==> src/rtl/gsc_pkg.sv <==
// Package for the global switch control register block.
// Assumes a 16-bit configuration access port with two byte enables.
package gsc_pkg;
	// ************************************************************
	// Register map
	// ************************************************************
	localparam logic [11:0] GSC_OFFSET = 12'h0EA;
	localparam logic [15:0] GSC_RESET = 16'h0004;
	localparam logic [15:0] GSC_WRITE_MASK = 16'h0057;
	localparam int GSC_BIT_INDEP = 6;
	localparam int GSC_BIT_DEFER = 4;
	localparam int GSC_BIT_SLEEP = 2;
	localparam int GSC_BIT_MSG = 1;
	localparam int GSC_BIT_WAKE = 0;
	localparam int GSC_PME_SLEEP_BIT = 1;

	// ************************************************************
	// Carriers
	// ************************************************************
	typedef struct packed {
		logic wr;
		logic rd;
		logic [11:0] addr;
		logic [1:0] be;
		logic [15:0] wdata;
	} gsc_cfg_req_type;

	typedef struct packed {
		logic [15:0] rdata;
		logic hit;
	} gsc_cfg_rsp_type;

	typedef struct packed {
		logic valid;
		logic [15:0] data;
	} gsc_preload_type;
endpackage : gsc_pkg

==> src/rtl/gsc_global_switch_control.sv <==
// Global switch control register and the control decisions it drives.
// Assumes config requests, preload and port status are synchronous to sys_clk.
`timescale 1ns/1ps
`default_nettype none
module gsc_global_switch_control
	import gsc_pkg::*;
#(
	parameter int NUM_DS = 3,
	parameter int PME_WIDTH = 5
) (
	input wire logic sys_clk,
	input wire logic rst_b,
	input wire logic fundamental_reset_input_b,
	input wire gsc_cfg_req_type cfg_req,
	output gsc_cfg_rsp_type cfg_rsp,
	input wire gsc_preload_type preload,
	input wire logic upstream_rx_in_l0s,
	input wire logic [NUM_DS-1:0] ds_tx_l0s_want,
	input wire logic upstream_ds_packet_rx,
	input wire logic [NUM_DS-1:0] slot_power_switch_control_off,
	output logic [NUM_DS-1:0] ds_tx_l0s_allow,
	output logic ds_wake_all,
	output logic capability_sleep_state_flag,
	output logic [PME_WIDTH-1:0] pme_state_support_mask,
	output logic [NUM_DS-1:0] ds_pme_turn_off_req,
	output logic [NUM_DS-1:0] ds_beacon_detect_enable,
	output logic ref_low_power_allow
);
	// ************************************************************
	// Register storage
	// ************************************************************
	logic downstream_lowpower_independence;
	logic defer_wakeup;
	logic intermediate_sleep_capable;
	logic slot_power_off_message_enable;
	logic wake_signal_detect_disable;
	logic [NUM_DS-1:0] slot_off_q;
	logic [15:0] reg_value;
	logic [15:0] wmask;
	logic hit;
	logic do_wr;
	logic do_rd;

	assign hit = (cfg_req.addr == GSC_OFFSET);
	assign do_rd = cfg_req.rd && hit;
	assign do_wr = cfg_req.wr && hit;
	assign wmask = {{8{cfg_req.be[1]}}, {8{cfg_req.be[0]}}} & GSC_WRITE_MASK;

	// Global reset domain field
	always_ff @(posedge sys_clk) begin
		if (!rst_b) begin
			wake_signal_detect_disable <= GSC_RESET[GSC_BIT_WAKE];
		end else if (preload.valid) begin
			wake_signal_detect_disable <= preload.data[GSC_BIT_WAKE];
		end else if (do_wr && wmask[GSC_BIT_WAKE]) begin
			wake_signal_detect_disable <= cfg_req.wdata[GSC_BIT_WAKE];
		end
	end

	// Fundamental reset domain fields
	always_ff @(posedge sys_clk) begin
		if (!rst_b || !fundamental_reset_input_b) begin
			defer_wakeup <= GSC_RESET[GSC_BIT_DEFER];
			intermediate_sleep_capable <= GSC_RESET[GSC_BIT_SLEEP];
			slot_power_off_message_enable <= GSC_RESET[GSC_BIT_MSG];
		end else if (preload.valid) begin
			defer_wakeup <= preload.data[GSC_BIT_DEFER];
			intermediate_sleep_capable <= preload.data[GSC_BIT_SLEEP];
			slot_power_off_message_enable <= preload.data[GSC_BIT_MSG];
		end else if (do_wr) begin
			if (wmask[GSC_BIT_DEFER]) defer_wakeup <= cfg_req.wdata[GSC_BIT_DEFER];
			if (wmask[GSC_BIT_SLEEP]) intermediate_sleep_capable <= cfg_req.wdata[GSC_BIT_SLEEP];
			if (wmask[GSC_BIT_MSG]) slot_power_off_message_enable <= cfg_req.wdata[GSC_BIT_MSG];
		end
	end

	// Independence bit, not preloaded
	always_ff @(posedge sys_clk) begin
		if (!rst_b || !fundamental_reset_input_b) begin
			downstream_lowpower_independence <= GSC_RESET[GSC_BIT_INDEP];
		end else if (do_wr && wmask[GSC_BIT_INDEP]) begin
			downstream_lowpower_independence <= cfg_req.wdata[GSC_BIT_INDEP];
		end
	end

	// ************************************************************
	// Read path
	// ************************************************************
	always_comb begin
		reg_value = 16'h0000;
		reg_value[GSC_BIT_INDEP] = downstream_lowpower_independence;
		reg_value[GSC_BIT_DEFER] = defer_wakeup;
		reg_value[GSC_BIT_SLEEP] = intermediate_sleep_capable;
		reg_value[GSC_BIT_MSG] = slot_power_off_message_enable;
		reg_value[GSC_BIT_WAKE] = wake_signal_detect_disable;
	end

	always_ff @(posedge sys_clk) begin
		if (!rst_b) begin
			cfg_rsp <= '0;
		end else begin
			cfg_rsp.hit <= do_rd;
			cfg_rsp.rdata <= do_rd ? reg_value : 16'h0000;
		end
	end

	// ************************************************************
	// Control outputs
	// ************************************************************
	logic [NUM_DS-1:0] next_l0s_allow;
	logic [NUM_DS-1:0] slot_off_edge;
	assign slot_off_edge = slot_power_switch_control_off & ~slot_off_q;
	assign next_l0s_allow = downstream_lowpower_independence ? ds_tx_l0s_want
		: (ds_tx_l0s_want & {NUM_DS{upstream_rx_in_l0s}});

	always_ff @(posedge sys_clk) begin
		if (!rst_b) begin
			slot_off_q <= '0;
			ds_tx_l0s_allow <= '0;
			ds_wake_all <= 1'b0;
			capability_sleep_state_flag <= 1'b0;
			pme_state_support_mask <= '0;
			ds_pme_turn_off_req <= '0;
			ds_beacon_detect_enable <= '0;
			ref_low_power_allow <= 1'b0;
		end else begin
			slot_off_q <= slot_power_switch_control_off;
			ds_tx_l0s_allow <= next_l0s_allow;
			ds_wake_all <= upstream_ds_packet_rx && !defer_wakeup;
			capability_sleep_state_flag <= intermediate_sleep_capable;
			pme_state_support_mask <= PME_WIDTH'(intermediate_sleep_capable) << GSC_PME_SLEEP_BIT;
			ds_pme_turn_off_req <= slot_off_edge & {NUM_DS{slot_power_off_message_enable}};
			ds_beacon_detect_enable <= {NUM_DS{!wake_signal_detect_disable}};
			ref_low_power_allow <= wake_signal_detect_disable;
		end
	end
endmodule : gsc_global_switch_control
`default_nettype wire

==> config.mk <==
export PLATFORM = sky130hd
export DESIGN_NAME = gsc_global_switch_control
export DESIGN_NICKNAME = d
export VERILOG_FILES = /design/src/rtl/gsc_pkg.sv /design/src/rtl/gsc_global_switch_control.sv
export SDC_FILE = /design/constraint.sdc
export NUM_CORES = 1
export LEC_CHECK = 0
export ABC_CLOCK_PERIOD_IN_PS = 2330
export BUFFER_PORTS_ARGS = -buffer_cell sky130_fd_sc_hd__buf_4
export CORE_MARGIN = 2
export CORE_UTILIZATION = 38
export DETAILED_ROUTE_END_ITERATION = 16
export PLACE_DENSITY = 0.89
export SLEW_MARGIN = 10
export SYNTH_ARGS = -nofsm -noshare
export SYNTH_HDL_FRONTEND = slang
export SYNTH_SLANG_ARGS = --single-unit
export TNS_END_PERCENT = 50
==> constraint.sdc <==
create_clock -name sys_clk -period 2.33 [get_ports sys_clk]
set_input_delay 0.1165 -clock sys_clk [delete_from_list [all_inputs] [get_ports sys_clk]]
set_output_delay 0.1165 -clock sys_clk [all_outputs]
set_load 0.02 [all_outputs]
# Yosys cells after proc, flatten, opt, wreduce, memory -nomap -nowiden
# Index checks and enable logic that the tools add are counted.
# word_totals
regBits	39
output_inout_bits	34
wordCells	47
# classes
n_eq_ne	1
muxes	12
bitwise_logic	4
reduce_logical	14
# op_table
operator	count
equality test 12 x 8 -> 1 bit (second input constant)	1
two-way mux 1 bit	11
AND 3 bit	3
nonzero test 2 bit	3
logical AND 1 bit	4
logical NOT 1 bit	4
AND reduction 2 bit	2
two-way mux 3 bit	1
inverter 3 bit	1
logical OR 1 bit	1

# Logic depth before layout (Yosys ltp)
# Gate-level depths: netlist of the first run.
# logic_depth
depth_word	5
ltp_mapped	4
mapped_depth_nobuf	4

# Least setup slack after synthesis of the first run
# OpenSTA, ideal clock, no wires.
# synth_timing
kind	input port to flip-flop
startpoint	input cfg_req[27] in the netlist's numbering
endpoint	register intermediate_sleep_capable
arrival_time_ns	0.993
slack_ns	1.263
cell_stages	4
n_path_buf	0
path_cell_list	nor4_4 -> nand2_2 -> or3_1 -> a31oi_1
# synth_between
elab_chain_len	4
# synth_rtl
item	line_no	source
start: declaration	gsc_global_switch_control.sv:14	input wire gsc_cfg_req_type cfg_req,
equality test 12 x 8 -> 1 bit	gsc_global_switch_control.sv:44	assign hit = (cfg_req.addr == GSC_OFFSET);
logical AND 1 bit	gsc_global_switch_control.sv:46	assign do_wr = cfg_req.wr && hit;
nonzero test 2 bit (no line)	-	
AND reduction 2 bit (no line)	-	
end signal: assignment	gsc_global_switch_control.sv:64	intermediate_sleep_capable <= GSC_RESET[GSC_BIT_SLEEP];
end signal: assignment	gsc_global_switch_control.sv:68	intermediate_sleep_capable <= preload.data[GSC_BIT_SLEEP];
end signal: assignment	gsc_global_switch_control.sv:72	if (wmask[GSC_BIT_SLEEP]) intermediate_sleep_capable <= cfg_req.wdata[GSC_BIT_SLEEP];
end: declaration	gsc_global_switch_control.sv:34	logic intermediate_sleep_capable;
# No other way between the ends.
# A chain may end at the register's enable or synchronous reset.

# Worst setup path after layout of the first run
# layout_timing
startpoint	input cfg_req[27] in the netlist's numbering
endpoint	register slot_power_off_message_enable
# layout_between
elab_chain_len	4
# layout_rtl
item	line_no	source
equality test 12 x 8 -> 1 bit	gsc_global_switch_control.sv:44	
logical AND 1 bit	gsc_global_switch_control.sv:46	
nonzero test 2 bit (no line)	-	
AND reduction 2 bit (no line)	-	
end signal: assignment	gsc_global_switch_control.sv:65	slot_power_off_message_enable <= GSC_RESET[GSC_BIT_MSG];
end signal: assignment	gsc_global_switch_control.sv:69	slot_power_off_message_enable <= preload.data[GSC_BIT_MSG];
end signal: assignment	gsc_global_switch_control.sv:73	if (wmask[GSC_BIT_MSG]) slot_power_off_message_enable <= cfg_req.wdata[GSC_BIT_MSG];
end: declaration	gsc_global_switch_control.sv:35	logic slot_power_off_message_enable;
# No other way between the ends.

==> flow_summary.json, run 1 <==
{
  "status": "complete, no violations",
  "gr-total-overflow": 0,
  "cts_max_level": 1,
  "max_stage_delay_ps": 310,
  "cts_buffers": 3,
  "cp-end-kind": "flop",
  "powerDensity_nw_per_um2": 603.4,
  "route.detailed.drc": 0,
  "clock-skew-final_ps": 7.507,
  "post_synth_num_cell_types": 26,
  "multi_input_area_um2": 385.4,
  "die_x_um": 54.16,
  "synth_seq_area_share": 0.5026,
  "clockBufferDepth": 2,
  "cap_violations": 0,
  "grt_pass1_wl_um": 2608,
  "place_congestion": 0.6571,
  "grt_max_degree": 15,
  "antenna_found_initial": 0,
  "drt_iter0_markers": 11,
  "fin_nets": 210,
  "finalSetupTns_ps": 0,
  "io_buffers": 54,
  "pwr-share-clk": 0.342,
  "top_layer": "met4",
  "yosys_warnings": 0,
  "ant_nets": 0,
  "design_area_um2": 1405,
  "cts_tree": "done",
  "cell_internal_pwr_uw": 663.3,
  "first_pass_iters": 3,
  "hpwl_um": 1523,
  "rsz0062_at_grt": "false",
  "initial_core_util": 0.3930,
  "critPathMaxFanout": 5,
  "final_common_cell": "buf_4",
  "route.vias.total": 754,
  "syn_area_um2": 955.9,
  "clk_pin_slew_ps": 120,
  "areaGrowthSynthToFinish_pct": 46.99,
  "finalHoldViolCount": 0,
  "switching_share": 0.2176,
  "setup.worst_path.class": "in2reg",
  "drive_gt1_frac": 0.4228,
  "drv_slew": 0,
  "worst_path_max_delay_cell": "nor4_4",
  "hold_class": "in2reg",
  "avgSynthCellArea_um2": 10.39,
  "finalSetupViolCount": 0,
  "switching_power_uw": 184.5,
  "antenna_cells": 0,
  "num_rows": 18,
  "power.leakage_nw": 0.7197,
  "critPathArrivalTime_ps": 1200,
  "cts.root.buffer_cell": "clkbuf_4",
  "core-area_um2": 2432,
  "design.die.area_um2": 2933,
  "pin_count": 94,
  "placed_cell_area_um2": 1313,
  "syn_inst": 92,
  "peakVddDrop_uv": 477.1,
  "cts.sinks": 24,
  "fill_cells": 214,
  "finalCriticalPeriod_ps": 962.8,
  "drt-met1-wl_um": 650,
  "grt_pass1_vias": 637,
  "cts.repair.resized": 0,
  "most-common-layout-cells": "54 x buf_4, 24 x dfxtp_1, 15 x conb_1",
  "required_ps": 2570,
  "seq_area_um2": 480.5,
  "die_y_um": 54.16,
  "startpoint_type": "primary input",
  "viasPerCell": 4.212,
  "min_period_over_period": 0.4132,
  "avgRoutedWirePerCell_um": 10.55,
  "cp_cell_sequence": "buf_4 > nor4_4 > nand4_2 > mux2i_1 > a211oi_1",
  "pwr-share-seq": 0.506,
  "ys_ff_latch": 24,
  "totalWireLength_um": 1888,
  "grt_util_all_layers": 0.1272,
  "fmax_ghz": 1.039,
  "p_comb_frac": 0.152,
  "clock_latency_ps": 310,
  "wl_met2_um": 1024,
  "dr_wl_met3_um": 181
}
state kept, by name (all words and copies together), names as in the netlist, 3 cells and up:
register and count:
ds_tx_l0s_allow 3, slot_off_q 3, ds_pme_turn_off_req 3, cfg_rsp 6
cell usage after synthesis (all sizes together):
cell type   n  area share
a211oi      2       0.016
a21oi       1      0.0052
a31oi       1      0.0065
and2       14       0.092
and3b       3       0.027
and4b       1       0.010
and4bb      1       0.013
buf        18        0.14
clkbuf      1      0.0039
conb        1      0.0039
dfxtp      24        0.50
inv         1      0.0039
mux2i       4       0.042
nand2       6       0.026
nand4       1       0.013
nand4b      1      0.0092
nor2        5       0.020
nor2b       1      0.0065
nor3        2       0.016
nor4        1       0.022
o21a        1      0.0079
o21ai       1      0.0052
or3         1      0.0065
layer usage:
metal / track usage / up-vias
met5: 0 / -
met4: 0.07917 / 0
met3: 0.03056 / 3
met2: 0.2349 / 36
met1: 0.1250 / 330
li1: - / 385
cell type report:
type                    instances  area share
clock inverters                 1     0.02137
multi-input cells              62      0.2743
well taps                      30     0.02671
flip-flops and latches         24      0.3419
repair buffers                 58      0.3170
inverters                       1    0.002671
clock buffers                   3     0.01603
power by group through the flow:
| stage | sequential [mW] | combinational [mW] | clock, mW |
|---|---|---|---|
| floorplan | 0.446 | 0.0720 | 0 |
| global placement | 0.438 | 0.121 | 0 |
| detailed placement | 0.438 | 0.123 | 0 |
| CTS | 0.429 | 0.128 | 0.298 |
| global route | 0.431 | 0.139 | 0.312 |
| finish | 0.429 | 0.129 | 0.290 |
cells by family (layout without fill, tap and decap cells):
logic type / Yosys count / in the layout / synth area share
compound gates: 6 / 6 / 0.04057
buf+inv: 20 / 63 / 0.1492
flops: 24 / 24 / 0.5026
mux: 4 / 4 / 0.04189
other cells: 1 / 15 / 0.003923
simple gates: 37 / 37 / 0.2618
worst paths after layout:
check	startpoint	endpoint	slack [ps]	cells past startpoint
max	cfg_req[27]	slot_power_off_message_enable	1370	5
min	slot_power_switch_control_off[0]	slot_off_q[0]	20	2
max reg2reg	slot_power_off_message_enable	slot_power_off_message_enable	1550	2
min reg2reg	defer_wakeup	ds_wake_all	430	1
per-stage QoR:
stage	util	setup slack [ps]	std cells	power [mW]	hold slack, ps
floorplan	-	1263	106	0.5182	230.3
global placement	0.5396	1032	171	0.5588	318.1
detailed placement	0.5396	1036	171	0.5618	323.9
CTS	0.5736	1367	178	0.8555	7.298
global route	0.5777	1254	179	0.8822	4.784
finish	0.5777	1367	179	0.8478	21.00
timing repair:
item                      4_1_cts  5_1_grt
hold endpoints to repair        3        1
hold buffers                    3        1
buffers inserted                0        0
critical path, delay by kind of cell:
kind                   cells  cell delay (ps)
AND/OR/NAND/NOR            2              560
AO/OA/AOI/OAI              1              220
multiplexers               1              180
buffers and inverters      1              120
Note: power is estimated with default switching activity, not from simulation.
==> run 2, diff against run 1 <==
--- a/config.mk
+++ b/config.mk
@@ -5,12 +5,13 @@
 export SDC_FILE = /design/constraint.sdc
 export NUM_CORES = 1
 export LEC_CHECK = 0
-export ABC_CLOCK_PERIOD_IN_PS = 2330
+export ABC_AREA = 1
+export ABC_CLOCK_PERIOD_IN_PS = 1000
 export BUFFER_PORTS_ARGS = -buffer_cell sky130_fd_sc_hd__buf_4
 export CORE_MARGIN = 2
-export CORE_UTILIZATION = 38
+export CORE_UTILIZATION = 37
 export DETAILED_ROUTE_END_ITERATION = 16
-export PLACE_DENSITY = 0.89
+export PLACE_DENSITY = 0.84
 export SLEW_MARGIN = 10
 export SYNTH_ARGS = -nofsm -noshare
 export SYNTH_HDL_FRONTEND = slang
==> constraint.sdc (replaced) <==
create_clock -name sys_clk -period 1 [get_ports sys_clk]
set_input_delay 0.05 -clock sys_clk [delete_from_list [all_inputs] [get_ports sys_clk]]
set_output_delay 0.05 -clock sys_clk [all_outputs]
set_load 0.02 [all_outputs]
==> run 2 against run 1 <==
Setup slack worse by 1200 ps. Synthesized cell count up 50%. First-iteration DRC count shrank 27%. Final area grew 11%. Worst hold slack lost 2.5 ps. Count of clock-buffer cells in the layout unchanged. Combinational power increased to 2.9 times the previous value. Largest cell class is now buffers. Clock skew rose by 3.5 ps. Routed wire length grew 8.7%. Sequential share of layout area shrank 3.3 points. Utilization is 1.4 points lower. Cell count rose by 28%.
==> flow_summary.json, run 2 <==
{
  "clockBufferDepth": 2,
  "setup.worst_path.class": "reg2out",
  "design.die.area_um2": 3326,
  "place_congestion": 0.7164,
  "avgSynthCellArea_um2": 7.725,
  "grt_pass1_wl_um": 3215,
  "fill_cells": 273,
  "yosysTopAreaCell": "dfxtp_1",
  "fin_cells": 230,
  "rsz0062_at_grt": "false",
  "first_pass_iters": 2,
  "clock-skew-final_ps": 10.98,
  "critPathArrivalTime_ps": 830,
  "gr-total-overflow": 0,
  "peakVddDrop_uv": 976.2,
  "cap_violations": 0,
  "clk_pin_slew_ps": 130,
  "io_buffers": 54,
  "ys_dominant_reg_cell": "dfxtp_1",
  "ys_ff_latch": 24,
  "critPathMaxFanout": 3,
  "die_x_um": 57.68,
  "async_reset_ff_frac": 0,
  "most-common-layout-cells": "54 x buf_4, 33 x nand2_1, 24 x dfxtp_1",
  "route.vias.total": 933,
  "syn_area_um2": 1066,
  "drive_gt1_frac": 0.3518,
  "largest_register_ffs": 6,
  "syn_inst": 138,
  "die_y_um": 57.68,
  "pin_count": 94,
  "avgRoutedWirePerCell_um": 8.922,
  "hold_ws_ps": 18.48,
  "place_inst": 217,
  "finalSetupViolCount": 0,
  "final_common_cell": "buf_4",
  "initial_core_util": 0.3866,
  "yosys_warnings": 0,
  "cp-end-kind": "output port",
  "cts.root.buffer_cell": "clkbuf_4",
  "cts.repair.resized": 0,
  "hold_class": "in2reg",
  "grt_max_degree": 15,
  "power.leakage_nw": 0.8672,
  "worst_slack_ps": 121.1,
  "post_synth_num_cell_types": 19,
  "synth_edf_count": 0,
  "grt_pass1_vias": 804,
  "seq_area_um2": 480.5,
  "cts.sinks": 24,
  "fin_nets": 260,
  "min_period_over_period": 0.8789,
  "cts_max_level": 1,
  "cp_cell_sequence": "buf_4",
  "hpwl_um": 1537,
  "utilization": 0.5640,
  "areaGrowthSynthToFinish_pct": 45.89,
  "antenna_found_initial": 0,
  "clock_latency_ps": 310,
  "num_rows": 19,
  "antenna_cells": 0,
  "design_area_um2": 1555,
  "placed_cell_area_um2": 1413,
  "drv_slew": 0,
  "synthTopCellsByArea": "dfxtp_1 45%, buf_4 14%, nand2_1 12%, inv_1 7.0%, nor2_1 5.3%",
  "cts_tree": "done",
  "required_ps": 950,
  "yosysTopAreaCellShare": 0.4507,
  "worst_path_max_delay_cell": "dfxtp_1",
  "finalCriticalPeriod_ps": 878.9,
  "startpoint_type": "flop",
  "route.detailed.drc": 0,
  "finalHoldViolCount": 0,
  "post-cts-setup-buffers": 0,
  "fmax_ghz": 1.138,
  "multi_input_area_um2": 405.4,
  "crit_family": "flip-flops",
  "regMostFlops": "cfg_rsp",
  "synth_seq_area_share": 0.4507,
  "core-area_um2": 2758,
  "cts_buffers": 3,
  "powerDensity_nw_per_um2": 1320,
  "viasPerCell": 4.057,
  "ant_nets": 0,
  "totalWireLength_um": 2052,
  "max_stage_delay_ps": 370,
  "yosys-top-cells-count": "33 x nand2_1, 24 x dfxtp_1, 20 x buf_4, 20 x inv_1, 15 x nor2_1",
  "ctsHoldBuffers": 9,
  "p_total_mw": 2.052,
  "finalSetupTns_ps": 0,
  "dp_worst_setup_slack_ps": 49.34,
  "status": "complete, no violations",
  "crit_buf_inv": 1,
  "drt_iter0_markers": 8,
  "grt_util_all_layers": 0.1256,
  "yosysMostFrequentCell": "nand2_1"
}
run 2: cell count changes after synthesis, moves of 4 or more:
cell / previous run / this run
nand2_1: 5 / 33
inv_1: 1 / 20
and2_1: 13 / 0
nor2_1: 5 / 15
nand3_1: 0 / 5
mux2i_1: 4 / 0
run 2: logic make-up (layout without fill, tap and decap cells):
kind of cell           after synthesis  after routing  share of synthesized area
AND/OR/NAND/NOR                     67             67                     0.3087
buffers and inverters               42             89                     0.2183
flip-flops                          24             24                     0.4507
AO/OA/AOI/OAI                        4              4                    0.01877
other                                1             15                   0.003518
run 2: where the power goes:
| group | internal [mW] | switching (mW) | total, mW |
|---|---|---|---|
| Combinational | 0.178 | 0.191 | 0.368 |
| Sequential | 0.988 | 0.0120 | 1.00 |
| Clock | 0.405 | 0.279 | 0.684 |
| Total | 1.57 | 0.482 | 2.05 |
run 2: layout make-up:
type,count,area share
inverter,22,0.05310
multi-input combinational,86,0.2607
clock buffer,3,0.01448
tap,31,0.02494
clock inverter,1,0.01931
timing repair buffer,63,0.3186
sequential,24,0.3089
run 2: path summary, 6_finish.rpt:
check | from | to | slack [ps] | depth (start not counted)
setup / recovery | ds_beacon_detect_enable[0] | ds_beacon_detect_enable[0] | 120 | 1
hold / removal | rst_b | ds_beacon_detect_enable[0] | 20 | 3
setup reg to reg | slot_power_off_message_enable | slot_power_off_message_enable | 260 | 4
hold reg to reg | slot_off_q[2] | ds_pme_turn_off_req[2] | 400 | 1
run 2: worst reg2reg max path, cell delays in order (launching register included):
cell and delay (ps):
dfxtp_1 320, inv_1 140, nand3_1 90, nand2_1 70
nor2_1 40
run 2: layer usage:
metal / wire length, um / part of all wire / global-route usage
met5: 0 / 0 / 0
met4: 22 / 0.011 / 0.05980
met3: 172 / 0.084 / 0.02232
met2: 1059 / 0.52 / 0.2321
met1: 797 / 0.39 / 0.1373
==> run 3, diff against run 2 <==
--- a/config.mk
+++ b/config.mk
@@ -11,7 +11,9 @@
 export CORE_MARGIN = 2
 export CORE_UTILIZATION = 37
 export DETAILED_ROUTE_END_ITERATION = 16
+export MAX_ROUTING_LAYER = met4
 export PLACE_DENSITY = 0.84
+export SKIP_CTS_REPAIR_TIMING = 1
 export SLEW_MARGIN = 10
 export SYNTH_ARGS = -nofsm -noshare
 export SYNTH_HDL_FRONTEND = slang
==> run 3 against run 2 <==
Routed wire length about the same. Final area is the same. Total power hardly changed. Largest power group unchanged. Combinational power about the same. Flip-flop and latch count unchanged. Via count fell by 0.21%. Critical path depth is the same.
==> flow_summary.json, run 3 (synthesized netlist as in run 2, its figures left out) <==
{
  "peakVddDrop_uv": 976.2,
  "final_common_cell": "buf_4",
  "fin_nets": 260,
  "clk_pin_slew_ps": 130,
  "finalHoldViolCount": 0,
  "most-common-layout-cells": "54 x buf_4, 33 x nand2_1, 24 x dfxtp_1",
  "required_ps": 950,
  "route.detailed.drc": 0,
  "min_period_over_period": 0.8788,
  "crit_buf_inv": 1,
  "pin_count": 94,
  "grt_pass1_vias": 757,
  "antenna_cells": 0,
  "first_pass_iters": 2,
  "largest_register_ffs": 6,
  "clock_latency_ps": 310,
  "worst_path_max_delay_cell": "dfxtp_1",
  "wl_met2_um": 1055,
  "cts.sinks": 24,
  "areaGrowthSynthToFinish_pct": 45.89,
  "fill_cells": 273,
  "finalSetupTns_ps": 0,
  "hpwl_um": 1537,
  "clock-skew-final_ps": 10.96,
  "cts_tree": "done",
  "grt_util_all_layers": 0.1227,
  "powerDensity_nw_per_um2": 1320,
  "route.vias.total": 931,
  "cts_max_level": 1,
  "initial_core_util": 0.3866,
  "finalCriticalPeriod_ps": 878.8,
  "dr_wl_met3_um": 171,
  "crit_family": "flip-flops",
  "viasPerCell": 4.048,
  "totalWireLength_um": 2053,
  "power.leakage_nw": 0.8672,
  "gr-total-overflow": 0,
  "avgRoutedWirePerCell_um": 8.926,
  "critPathArrivalTime_ps": 830,
  "p_total_mw": 2.052,
  "cp_cell_sequence": "buf_4",
  "status": "complete, no violations",
  "hold_class": "in2reg",
  "die_y_um": 57.68,
  "drv_slew": 0,
  "drive_gt1_frac": 0.3518,
  "cp-end-kind": "output port",
  "clockBufferDepth": 2,
  "rsz0062_at_grt": "false",
  "grt_pass1_wl_um": 3056,
  "finalSetupViolCount": 0,
  "antenna_found_initial": 0,
  "die_x_um": 57.68,
  "num_rows": 19,
  "design.die.area_um2": 3326,
  "fmax_ghz": 1.138,
  "cap_violations": 0,
  "io_buffers": 54,
  "drt-met1-wl_um": 800,
  "hold_ws_ps": 18.48,
  "max_stage_delay_ps": 370,
  "grt_max_degree": 15,
  "core-area_um2": 2758,
  "top_layer": "met4",
  "place_congestion": 0.7246,
  "cts.root.buffer_cell": "clkbuf_4",
  "ant_nets": 0,
  "utilization": 0.5640,
  "critPathMaxFanout": 3,
  "startpoint_type": "flop",
  "cts_buffers": 3,
  "drt_iter0_markers": 8,
  "setup.worst_path.class": "reg2out",
  "regMostFlops": "cfg_rsp"
}
==> run 3: cell counts in the layout (fill, tap and decap cells not counted) <==
Identical to the previous run, type by type.
==> run 3: path summary, 6_finish.rpt <==
check,startpoint,end,slack [ps],cells past startpoint
setup / recovery,ds_beacon_detect_enable[0],ds_beacon_detect_enable[0],120,1
hold / removal,rst_b,ds_beacon_detect_enable[0],20,3
setup reg to reg,slot_power_off_message_enable,slot_power_off_message_enable,260,4
hold reg to reg,slot_off_q[2],ds_pme_turn_off_req[2],400,1
==> run 3: report_power, final <==
group,total [mW],leakage [nW],internal [mW],switching [mW]
logic,0.368,0.643,0.178,0.191
clock network,0.684,0.0279,0.405,0.279
registers,1.00,0.197,0.988,0.0120
==> run 3: layout make-up <==
type	instances	area, um^2	area share
Clock buffer	3	22.52	0.01448
Clock inverter	1	30.03	0.01931
Inverter	22	82.58	0.05310
Multi-Input combinational cell	86	405.4	0.2607
Sequential cell	24	480.5	0.3089
Tap cell	31	38.79	0.02494
Timing Repair Buffer	63	495.5	0.3186
==> run 3: metrics by stage <==
stage	setup WS, ps	area [um^2]	cells
5_1_grt	82.97	1555	230
3_3_place_gp	59.69	1413	217
2_1_floorplan	255.5	1119	152
3_5_place_dp	49.34	1413	217
4_1_cts	110.4	1465	221
6_report	121.2	1555	230
==> run 3: per-layer routing <==
layer,up-vias,GRT usage
met5,-,-
met2,44,0.2143
met3,2,0.02009
met4,0,0.05980
li1,497,-
met1,388,0.1345
